### config.mk
export PLATFORM = sky130hd
export DESIGN_NAME = event_timer_mode_control
export DESIGN_NICKNAME = d
export VERILOG_FILES = /design/src/evt_timer_pkg.sv /design/src/ev_cond_if.sv /design/src/ev_conditioner.sv /design/src/event_timer_mode_control.sv
export VERILOG_INCLUDE_DIRS = /design/src /design/src/src
export SDC_FILE = /design/constraint.sdc
export NUM_CORES = 1
export LEC_CHECK = 0
export BUFFER_PORTS_ARGS = -buffer_cell sky130_fd_sc_hd__buf_4
export CAP_MARGIN = 20
export CORE_MARGIN = 5
export CORE_UTILIZATION = 47
export DETAILED_ROUTE_END_ITERATION = 7
export GPL_TIMING_DRIVEN = 0
export PLACE_DENSITY = 0.72
export SKIP_LAST_GASP = 1
export SYNTH_ARGS = -nofsm -noshare
export SYNTH_HDL_FRONTEND = slang
export SYNTH_SLANG_ARGS = --single-unit
### constraint.sdc
create_clock -name pclk -period 2.4 [get_ports pclk]
set_clock_uncertainty 0.15 [all_clocks]
set_input_delay 0 -clock pclk [delete_from_list [all_inputs] [get_ports pclk]]
set_output_delay 0 -clock pclk [all_outputs]
set_load 0.01 [all_outputs]
### src/evt_timer_defs.svh
// Register map, field positions and reset values of the event timer
`ifndef EVT_TIMER_DEFS_SVH
`define EVT_TIMER_DEFS_SVH

`define IDX_MODE_CTRL     8'h01
`define IDX_EVENT_CONTROL 8'h04
`define IDX_IRQ_ENABLE    8'h05
`define IDX_IRQ_FLAGS     8'h06
`define IDX_STATUS        8'h07
`define IDX_COUNT         8'h0A
`define IDX_SNAPSHOT      8'h0C

`define MODE_FIELD_MSB    2
`define EVC_INPUT_EN_BIT  0
`define EVC_EDGE_BIT      4
`define EVC_FILTER_BIT    6
`define IRQ_SNAPSHOT_BIT  0
`define STATUS_RUN_BIT    0
`define BYTE_MSB          7

`define REG_RESET_8       8'h00
`define REG_RESET_16      16'h0000
`define FILTER_LEN_DEF    4

`endif

### src/evt_timer_pkg.sv
// Types shared by the event timer modules
package evt_timer_pkg;

	typedef enum logic [2:0] {
		MODE_PERIODIC  = 3'h0,
		MODE_TIMEOUT   = 3'h1,
		MODE_CAPTURE   = 3'h2,
		MODE_PERIOD    = 3'h3,
		MODE_WIDTH     = 3'h4,
		MODE_PER_WIDTH = 3'h5,
		MODE_ONE_SHOT  = 3'h6,
		MODE_BYTE_PWM  = 3'h7
	} counter_mode_t;

	typedef enum logic [2:0] {
		PW_IDLE     = 3'h1,
		PW_ARMED    = 3'h2,
		PW_CAPTURED = 3'h4
	} pw_stage_t;

endpackage : evt_timer_pkg

### src/ev_cond_if.sv
// Conditioned event edges passed from the input stage to the timer core
`timescale 1ns/100ps
`default_nettype none
interface ev_cond_if;
	logic filter_en;
	logic rise;
	logic fall;
	modport src (input filter_en, output rise, output fall);
	modport snk (output filter_en, input rise, input fall);
endinterface : ev_cond_if
`default_nettype wire

### src/ev_conditioner.sv
// Event input stage: optional noise cancellation and edge detection
`timescale 1ns/100ps
`default_nettype none
`include "evt_timer_defs.svh"
module ev_conditioner #(
	parameter int FILTER_LEN = `FILTER_LEN_DEF
) (
	input  wire logic pclk,
	input  wire logic presetn,
	input  wire logic event_in,
	ev_cond_if.src    cond
);
	localparam int CW = $clog2(FILTER_LEN + 1);

	logic          level_q;
	logic [CW-1:0] stable_q;
	logic          rise_q;
	logic          fall_q;
	logic          level_d;

	// A change must persist for FILTER_LEN samples before it counts as an edge
	always_comb
	begin
		level_d = level_q;
		if (!cond.filter_en)
			level_d = event_in;
		else if (event_in != level_q && stable_q == CW'(FILTER_LEN - 1))
			level_d = event_in;
	end

	always_ff @(posedge pclk or negedge presetn)
	begin
		if (!presetn)
			stable_q <= '0;
		else if (event_in == level_q || !cond.filter_en)
			stable_q <= '0;
		else if (stable_q != CW'(FILTER_LEN - 1))
			stable_q <= stable_q + CW'(1);
	end

	always_ff @(posedge pclk or negedge presetn)
	begin
		if (!presetn)
		begin
			level_q <= 1'b0;
			rise_q  <= 1'b0;
			fall_q  <= 1'b0;
		end
		else
		begin
			level_q <= level_d;
			rise_q  <= level_d & ~level_q;
			fall_q  <= ~level_d & level_q;
		end
	end

	assign cond.rise = rise_q;
	assign cond.fall = fall_q;
endmodule : ev_conditioner
`default_nettype wire

### src/event_timer_mode_control.sv
// Event timer: mode decoding, event actions, interrupt and APB registers
`timescale 1ns/100ps
`default_nettype none
`include "evt_timer_defs.svh"
module event_timer_mode_control
	import evt_timer_pkg::*;
#(
	parameter int CNT_W      = 16,
	parameter int FILTER_LEN = `FILTER_LEN_DEF
) (
	input  wire logic        pclk,
	input  wire logic        presetn,
	input  wire logic        psel,
	input  wire logic        penable,
	input  wire logic        pwrite,
	input  wire logic [7:0]  paddr,
	input  wire logic [31:0] pwdata,
	output logic      [31:0] prdata,
	output logic             pready,
	output logic             pslverr,
	input  wire logic        event_in,
	output logic             irq
);
	counter_mode_t    mode_q;
	logic [7:0]       event_control_q;
	logic             irq_enable_q;
	logic             flag_q;
	logic             run_q;
	logic [CNT_W-1:0] cnt_q;
	logic [CNT_W-1:0] snap_q;
	pw_stage_t        stage_q;
	logic [31:0]      prdata_q;
	logic             pready_q;
	logic             pslverr_q;
	logic             irq_q;

	ev_cond_if cond ();

	ev_conditioner #(
		.FILTER_LEN (FILTER_LEN)
	) u_cond (
		.pclk     (pclk),
		.presetn  (presetn),
		.event_in (event_in),
		.cond     (cond)
	);

	assign cond.filter_en = event_control_q[`EVC_FILTER_BIT];

	// APB: the access phase always takes one wait state, pready is a flop
	logic       access;
	logic       wr_done;
	logic       rd_done;
	logic [7:0] index;
	logic       mapped;

	assign access  = psel & penable & ~pready_q;
	assign wr_done = psel & penable & pready_q & pwrite;
	assign rd_done = psel & penable & pready_q & ~pwrite;
	assign index   = {2'b00, paddr[7:2]};

	always_comb
	begin
		case (index)
			`IDX_MODE_CTRL, `IDX_EVENT_CONTROL, `IDX_IRQ_ENABLE, `IDX_IRQ_FLAGS,
			`IDX_STATUS, `IDX_COUNT, `IDX_SNAPSHOT:
				mapped = (paddr[1:0] == 2'b00);
			default:
				mapped = 1'b0;
		endcase
	end

	logic [31:0] rd_val;

	always_comb
	begin
		rd_val = 32'h0000_0000;
		case (index)
			`IDX_MODE_CTRL:     rd_val[`MODE_FIELD_MSB:0] = mode_q;
			`IDX_EVENT_CONTROL: rd_val[`BYTE_MSB:0] = event_control_q;
			`IDX_IRQ_ENABLE:    rd_val[`IRQ_SNAPSHOT_BIT] = irq_enable_q;
			`IDX_IRQ_FLAGS:     rd_val[`IRQ_SNAPSHOT_BIT] = flag_q;
			`IDX_STATUS:        rd_val[`STATUS_RUN_BIT] = run_q;
			`IDX_COUNT:         rd_val[CNT_W-1:0] = cnt_q;
			`IDX_SNAPSHOT:      rd_val[CNT_W-1:0] = snap_q;
			default:            rd_val = 32'h0000_0000;
		endcase
	end

	always_ff @(posedge pclk or negedge presetn)
	begin
		if (!presetn)
		begin
			pready_q  <= 1'b0;
			pslverr_q <= 1'b0;
			prdata_q  <= 32'h0000_0000;
		end
		else
		begin
			pready_q  <= access;
			pslverr_q <= access & ~mapped;
			if (access && !pwrite)
				prdata_q <= rd_val;
		end
	end

	logic wr_mode;
	logic wr_evc;
	logic wr_ien;
	logic wr_flags;
	logic wr_cnt;
	logic wr_snap;
	logic rd_snap;

	assign wr_mode  = wr_done && index == `IDX_MODE_CTRL && paddr[1:0] == 2'b00;
	assign wr_evc   = wr_done && index == `IDX_EVENT_CONTROL && paddr[1:0] == 2'b00;
	assign wr_ien   = wr_done && index == `IDX_IRQ_ENABLE && paddr[1:0] == 2'b00;
	assign wr_flags = wr_done && index == `IDX_IRQ_FLAGS && paddr[1:0] == 2'b00;
	assign wr_cnt   = wr_done && index == `IDX_COUNT && paddr[1:0] == 2'b00;
	assign wr_snap  = wr_done && index == `IDX_SNAPSHOT && paddr[1:0] == 2'b00;
	assign rd_snap  = rd_done && index == `IDX_SNAPSHOT && paddr[1:0] == 2'b00;

	always_ff @(posedge pclk or negedge presetn)
	begin
		if (!presetn)
			mode_q <= MODE_PERIODIC;
		else if (wr_mode)
			mode_q <= counter_mode_t'(pwdata[`MODE_FIELD_MSB:0]);
	end

	localparam logic [7:0] EVC_MASK = (8'h01 << `EVC_INPUT_EN_BIT)
		| (8'h01 << `EVC_EDGE_BIT) | (8'h01 << `EVC_FILTER_BIT);

	always_ff @(posedge pclk or negedge presetn)
	begin
		if (!presetn)
		begin
			event_control_q <= `REG_RESET_8;
			irq_enable_q    <= 1'b0;
		end
		else
		begin
			if (wr_evc)
				event_control_q <= pwdata[`BYTE_MSB:0] & EVC_MASK;
			if (wr_ien)
				irq_enable_q <= pwdata[`IRQ_SNAPSHOT_BIT];
		end
	end

	// Event qualification: input enable gates both edges, edge bit picks the acting one except in one-shot mode, where set lets both edges start
	logic edge_sel;
	logic act_rise;
	logic act_fall;
	logic sel_edge;
	logic oth_edge;

	assign edge_sel = event_control_q[`EVC_EDGE_BIT];
	assign act_rise = event_control_q[`EVC_INPUT_EN_BIT] & cond.rise;
	assign act_fall = event_control_q[`EVC_INPUT_EN_BIT] & cond.fall;
	assign sel_edge = edge_sel ? act_fall : act_rise;
	assign oth_edge = edge_sel ? act_rise : act_fall;

	logic do_start;
	logic do_stop;
	logic do_restart;
	logic do_snap;
	logic do_flag;
	logic event_snapshot_irq_mode;
	logic at_top;

	assign event_snapshot_irq_mode = mode_q == MODE_CAPTURE || mode_q == MODE_PERIOD
		|| mode_q == MODE_WIDTH || mode_q == MODE_PER_WIDTH;
	assign at_top    = run_q && cnt_q == snap_q;

	always_comb
	begin
		do_start   = 1'b0;
		do_stop    = 1'b0;
		do_restart = 1'b0;
		do_snap    = 1'b0;
		do_flag    = 1'b0;
		case (mode_q)
			MODE_TIMEOUT:
			begin
				do_start = sel_edge;
				do_stop  = oth_edge;
				do_flag  = at_top;
			end
			MODE_CAPTURE:
			begin
				do_snap = sel_edge;
				do_flag = sel_edge;
			end
			MODE_PERIOD:
			begin
				do_snap    = sel_edge;
				do_restart = sel_edge;
				do_flag    = sel_edge;
			end
			MODE_WIDTH:
			begin
				do_restart = sel_edge;
				do_snap    = oth_edge;
				do_flag    = oth_edge;
			end
			MODE_PER_WIDTH:
			begin
				do_restart = stage_q == PW_IDLE && sel_edge;
				do_start   = do_restart;
				do_snap    = stage_q == PW_ARMED && oth_edge;
				do_stop    = stage_q == PW_CAPTURED && sel_edge;
				do_flag    = do_stop;
			end
			MODE_ONE_SHOT:
			begin
				do_start = edge_sel ? (act_rise | act_fall) : act_rise;
				do_stop  = at_top;
				do_flag  = at_top;
			end
			MODE_PERIODIC:
				do_flag = at_top;
			MODE_BYTE_PWM:
				do_flag = run_q && cnt_q[`BYTE_MSB:0] == snap_q[`BYTE_MSB:0];
			default:
				do_flag = 1'b0;
		endcase
	end

	always_ff @(posedge pclk or negedge presetn)
	begin
		if (!presetn)
			stage_q <= PW_IDLE;
		else if (mode_q != MODE_PER_WIDTH || wr_mode)
			stage_q <= PW_IDLE;
		else
		begin
			case (stage_q)
				PW_IDLE:     if (do_restart) stage_q <= PW_ARMED;
				PW_ARMED:    if (do_snap) stage_q <= PW_CAPTURED;
				PW_CAPTURED: if (do_stop) stage_q <= PW_IDLE;
				default:     stage_q <= PW_IDLE;
			endcase
		end
	end

	// Modes that wait for an event stop the counter when entered
	always_ff @(posedge pclk or negedge presetn)
	begin
		if (!presetn)
			run_q <= 1'b1;
		else if (wr_mode)
			run_q <= !(pwdata[`MODE_FIELD_MSB:0] == MODE_TIMEOUT
				|| pwdata[`MODE_FIELD_MSB:0] == MODE_ONE_SHOT
				|| pwdata[`MODE_FIELD_MSB:0] == MODE_PER_WIDTH);
		else if (do_stop)
			run_q <= 1'b0;
		else if (do_start)
			run_q <= 1'b1;
	end

	// Software write has priority over counting
	always_ff @(posedge pclk or negedge presetn)
	begin
		if (!presetn)
			cnt_q <= `REG_RESET_16;
		else if (wr_cnt)
			cnt_q <= pwdata[CNT_W-1:0];
		else if (do_restart || (at_top && !event_snapshot_irq_mode && mode_q != MODE_BYTE_PWM))
			cnt_q <= '0;
		else if (run_q)
			cnt_q <= cnt_q + CNT_W'(1);
	end

	// The snapshot register doubles as the top value in the counting modes
	always_ff @(posedge pclk or negedge presetn)
	begin
		if (!presetn)
			snap_q <= `REG_RESET_16;
		else if (do_snap)
			snap_q <= cnt_q;
		else if (wr_snap)
			snap_q <= pwdata[CNT_W-1:0];
	end

	// A new event in the clearing cycle keeps the flag set
	always_ff @(posedge pclk or negedge presetn)
	begin
		if (!presetn)
			flag_q <= 1'b0;
		else if (do_flag)
			flag_q <= 1'b1;
		else if ((wr_flags && pwdata[`IRQ_SNAPSHOT_BIT]) || (rd_snap && event_snapshot_irq_mode))
			flag_q <= 1'b0;
	end

	always_ff @(posedge pclk or negedge presetn)
	begin
		if (!presetn)
			irq_q <= 1'b0;
		else
			irq_q <= flag_q & irq_enable_q;
	end

	assign prdata  = prdata_q;
	assign pready  = pready_q;
	assign pslverr = pslverr_q;
	assign irq     = irq_q;
endmodule : event_timer_mode_control
`default_nettype wire

==> flow_summary.ini <==
[status]
status = completed

[sta]
finalCriticalPeriod_ns = 2.33
min_period_over_period_pct = 97.1
hold_viol_final = 0
drv_slew = 0
tightest_slew_ns = 0.872
tns_ns = 0
rsz0062_at_grt = true
max_slew_margin_pct = 41.9
timing.final.ws_setup_ns = 0.0688
setup_violations = 0
fmax_ghz = 0.429

[worst_setup_path]
cp_slowest_stage_delay_ns = 0.72
worstSetupStartpointType = input port
slowest_stage = nor4_4
reg2reg_from = cnt_q[11]$_DFFE_PN0P_
required_ns = 2.50
r2r_cells = 8
cp-end-kind = flop
worst-endpoint-arrival_ns = 2.43
critPathKind = input port to flop
path_cells = dlygate4sd3_1, buf_4, or2_1, nor4_4, a21oi_2, o21ai_4, buf_6, a31oi_1, o22a_1
reg2reg_to = cnt_q[11]$_DFFE_PN0P_
r2r_slack_ns = 0.08
path_max_fanout = 10

[place]
numPortBuffers = 47
gp_congestion = 0.910
placed_cell_area_um2 = 4680
hpwl_mm = 8.00
pre_cts_slack_ns = -0.192

[drt]
drc = 0
post_drt_wl_per_cell_um = 16.9
drt-vias-per-instance = 5.76
drtPass1Iterations = 5
drtIter0Drc = 294
ant_nets = 0
wirelength_mm = 11.1
dr_total_vias = 3796

[pwr]
power_mw = 3.03
vdd_ir_drop_max_uv = 314
leakage_nw = 2.18
power_density_nw_per_um2 = 583

[layout]
finalNetCount = 596
area_delta_synth_final_pct = 25.6
final_cell_mix = dfrtp_1 (66), buf_4 (65), nand2_1 (56)
utilization_pct = 60.2
postLayoutCellArea_um2 = 5200
drive_gt1_share_pct = 23.4
diodes = 0
fillers = 730
final_common_cell = dfrtp_1

[synthesis]
syn-cell-area_um2 = 4140
synth-warning-count = 0
avgSynthCellArea_um2 = 9.24
netlist-cell-type-count = 63
seq_area_frac_synth_pct = 41.8
synth-async-reset-ratio_pct = 100
syn_inst = 448
synth-seq-cells = 69
synth-edff-count = 0
synth_ff_type = dfrtp_1

[worst_hold_path]
holdCritStartpoint = paddr[6]
min_path_type = input port to flop
whs_path_depth = 5
hold_end = cnt_q[3]$_DFFE_PN0P_

[clock_network]
clock-sinks = 69
cts-buffers-inserted = 9
root_buffer = clkbuf_8
htree_levels = 3
clock_latency_ns = 0.35
clk_pin_slew_ns = 0.08
clock_path_buffers = 2
cts_tree = built

[global_route]
grt-ovfl-total = 0
track_usage_pct = 20.8
grt_max_degree = 70
grt_pass1_vias = 3630
antenna_found_initial = 0
grt_pass1_wl_mm = 18.4

[floorplan]
row_count = 34
start_util_pct = 47.9
die_h_um = 104
ioPinCount = 81
fp.dieW_um = 104
core-area_um2 = 8640
fp.dieArea_um2 = 10800

[run]
max_cap_viol_count = 0
-- metrics by stage --
stage | std cells | hold WS [ns]
6_report | 659 | 0.0206
2_1_floorplan | 463 | -0.446
5_1_grt | 659 | 0.0248
3_3_place_gp | 618 | 0.0214
4_1_cts | 660 | 0.00128
3_5_place_dp | 618 | 0.0305
-- metal layers --
| layer | routed length, um | vias up | GRT usage [%] |
|---|---|---|---|
| met2 | 5110 | 180 | 31.6 |
| met3 | 861 | 25 | 5.10 |
| met4 | 266 | 0 | 7.96 |
| met1 | 4880 | 1815 | 28.6 |
| met5 | 0 | - | 0 |
| li1 | - | 1776 | - |
-- worst max path at each step --
stage,start,end,slack (ns),cells past startpoint
after floorplan,stage_q[0]$_DFFE_PN1P_,cnt_q[11]$_DFFE_PN0P_,0.31,7
final,paddr[1],cnt_q[11]$_DFFE_PN0P_,0.07,9
after detailed placement,cnt_q[14]$_DFFE_PN0P_,cnt_q[7]$_DFFE_PN0P_,-0.19,7
after global routing,cnt_q[11]$_DFFE_PN0P_,cnt_q[2]$_DFFE_PN0P_,-0.004,8
after global placement,cnt_q[10]$_DFFE_PN0P_,cnt_q[11]$_DFFE_PN0P_,-0.12,7
after CTS,cnt_q[14]$_DFFE_PN0P_,cnt_q[0]$_DFFE_PN0P_,0.03,7
-- timing repair --
action                                  CTS  global route
endpoints found under the setup margin   10            27
hold buffers                             27             0
hold endpoints to repair                116             0
setup buffers                             0             1
pin swaps                                 0             2
gates resized for setup                   3             9
-- critical path, delay by kind of cell --
| kind | cells | cell delay (ns) |
|---|---|---|
| AO/OA/AOI/OAI | 4 | 0.56 |
| AND/OR/NAND/NOR | 2 | 1.01 |
| buffers and inverters | 3 | 0.85 |
-- cell families after synthesis --
logic type | synth area share (%)
buffers and inverters | 6.53
AOI/OAI and AO/OA | 18.1
xor gates and xnor gates | 3.81
other | 0.0906
muxes | 7.11
and+or+nand+nor | 21.4
adders and majority gates | 1.21
DFF | 41.8
-- cells in the mapped netlist (5+ instances only) --
| library cell | instances | area, um^2 |
|---|---|---|
| a222oi_1 | 5 | 50.1 |
| buf_2 | 9 | 45.0 |
| mux2i_1 | 17 | 170 |
| mux2_2 | 8 | 90.1 |
| and2_1 | 8 | 50.1 |
| nand2_1 | 56 | 210 |
| o21a_1 | 7 | 52.6 |
| a31oi_1 | 6 | 37.5 |
| nand4_1 | 6 | 37.5 |
| nand2b_1 | 7 | 43.8 |
| a221oi_1 | 8 | 70.1 |
| dfrtp_1 | 67 | 1680 |
| nor3_1 | 9 | 45.0 |
| buf_4 | 17 | 128 |
| clkbuf_1 | 17 | 63.8 |
| nand3_1 | 8 | 40.0 |
| nor2_1 | 38 | 143 |
| a21oi_1 | 18 | 90.1 |
| o21ai_0 | 31 | 155 |
| xor2_1 | 17 | 149 |
| and3_1 | 5 | 31.3 |
-- registers in the layout, summed over array words and instances, names as in the netlist, 3 cells and up --
signal,count
cnt_q,16
prdata,16
event_control_q,3
mode_q,3
stage_q,3
u_cond.stable_q,3
snap_q,16
-- power breakdown --
part,total [mW],leakage (nW),internal [mW],switching (mW)
logic,0.639,1.27,0.310,0.330
clock network,0.996,0.0951,0.513,0.483
registers,1.39,0.819,1.27,0.126
-- final cells by class --
type	instances	area, um^2	share of cell area, %
Multi-Input combinational cell	346	2230	42.9
Sequential cell	69	1730	33.3
Timing Repair Buffer	75	631	12.1
Buffer	42	251	4.84
Clock buffer	10	138	2.65
Tap cell	108	135	2.60
Clock inverter	6	70.1	1.35
Inverter	3	11.3	0.217
Power figures use the tool's default switching activity.
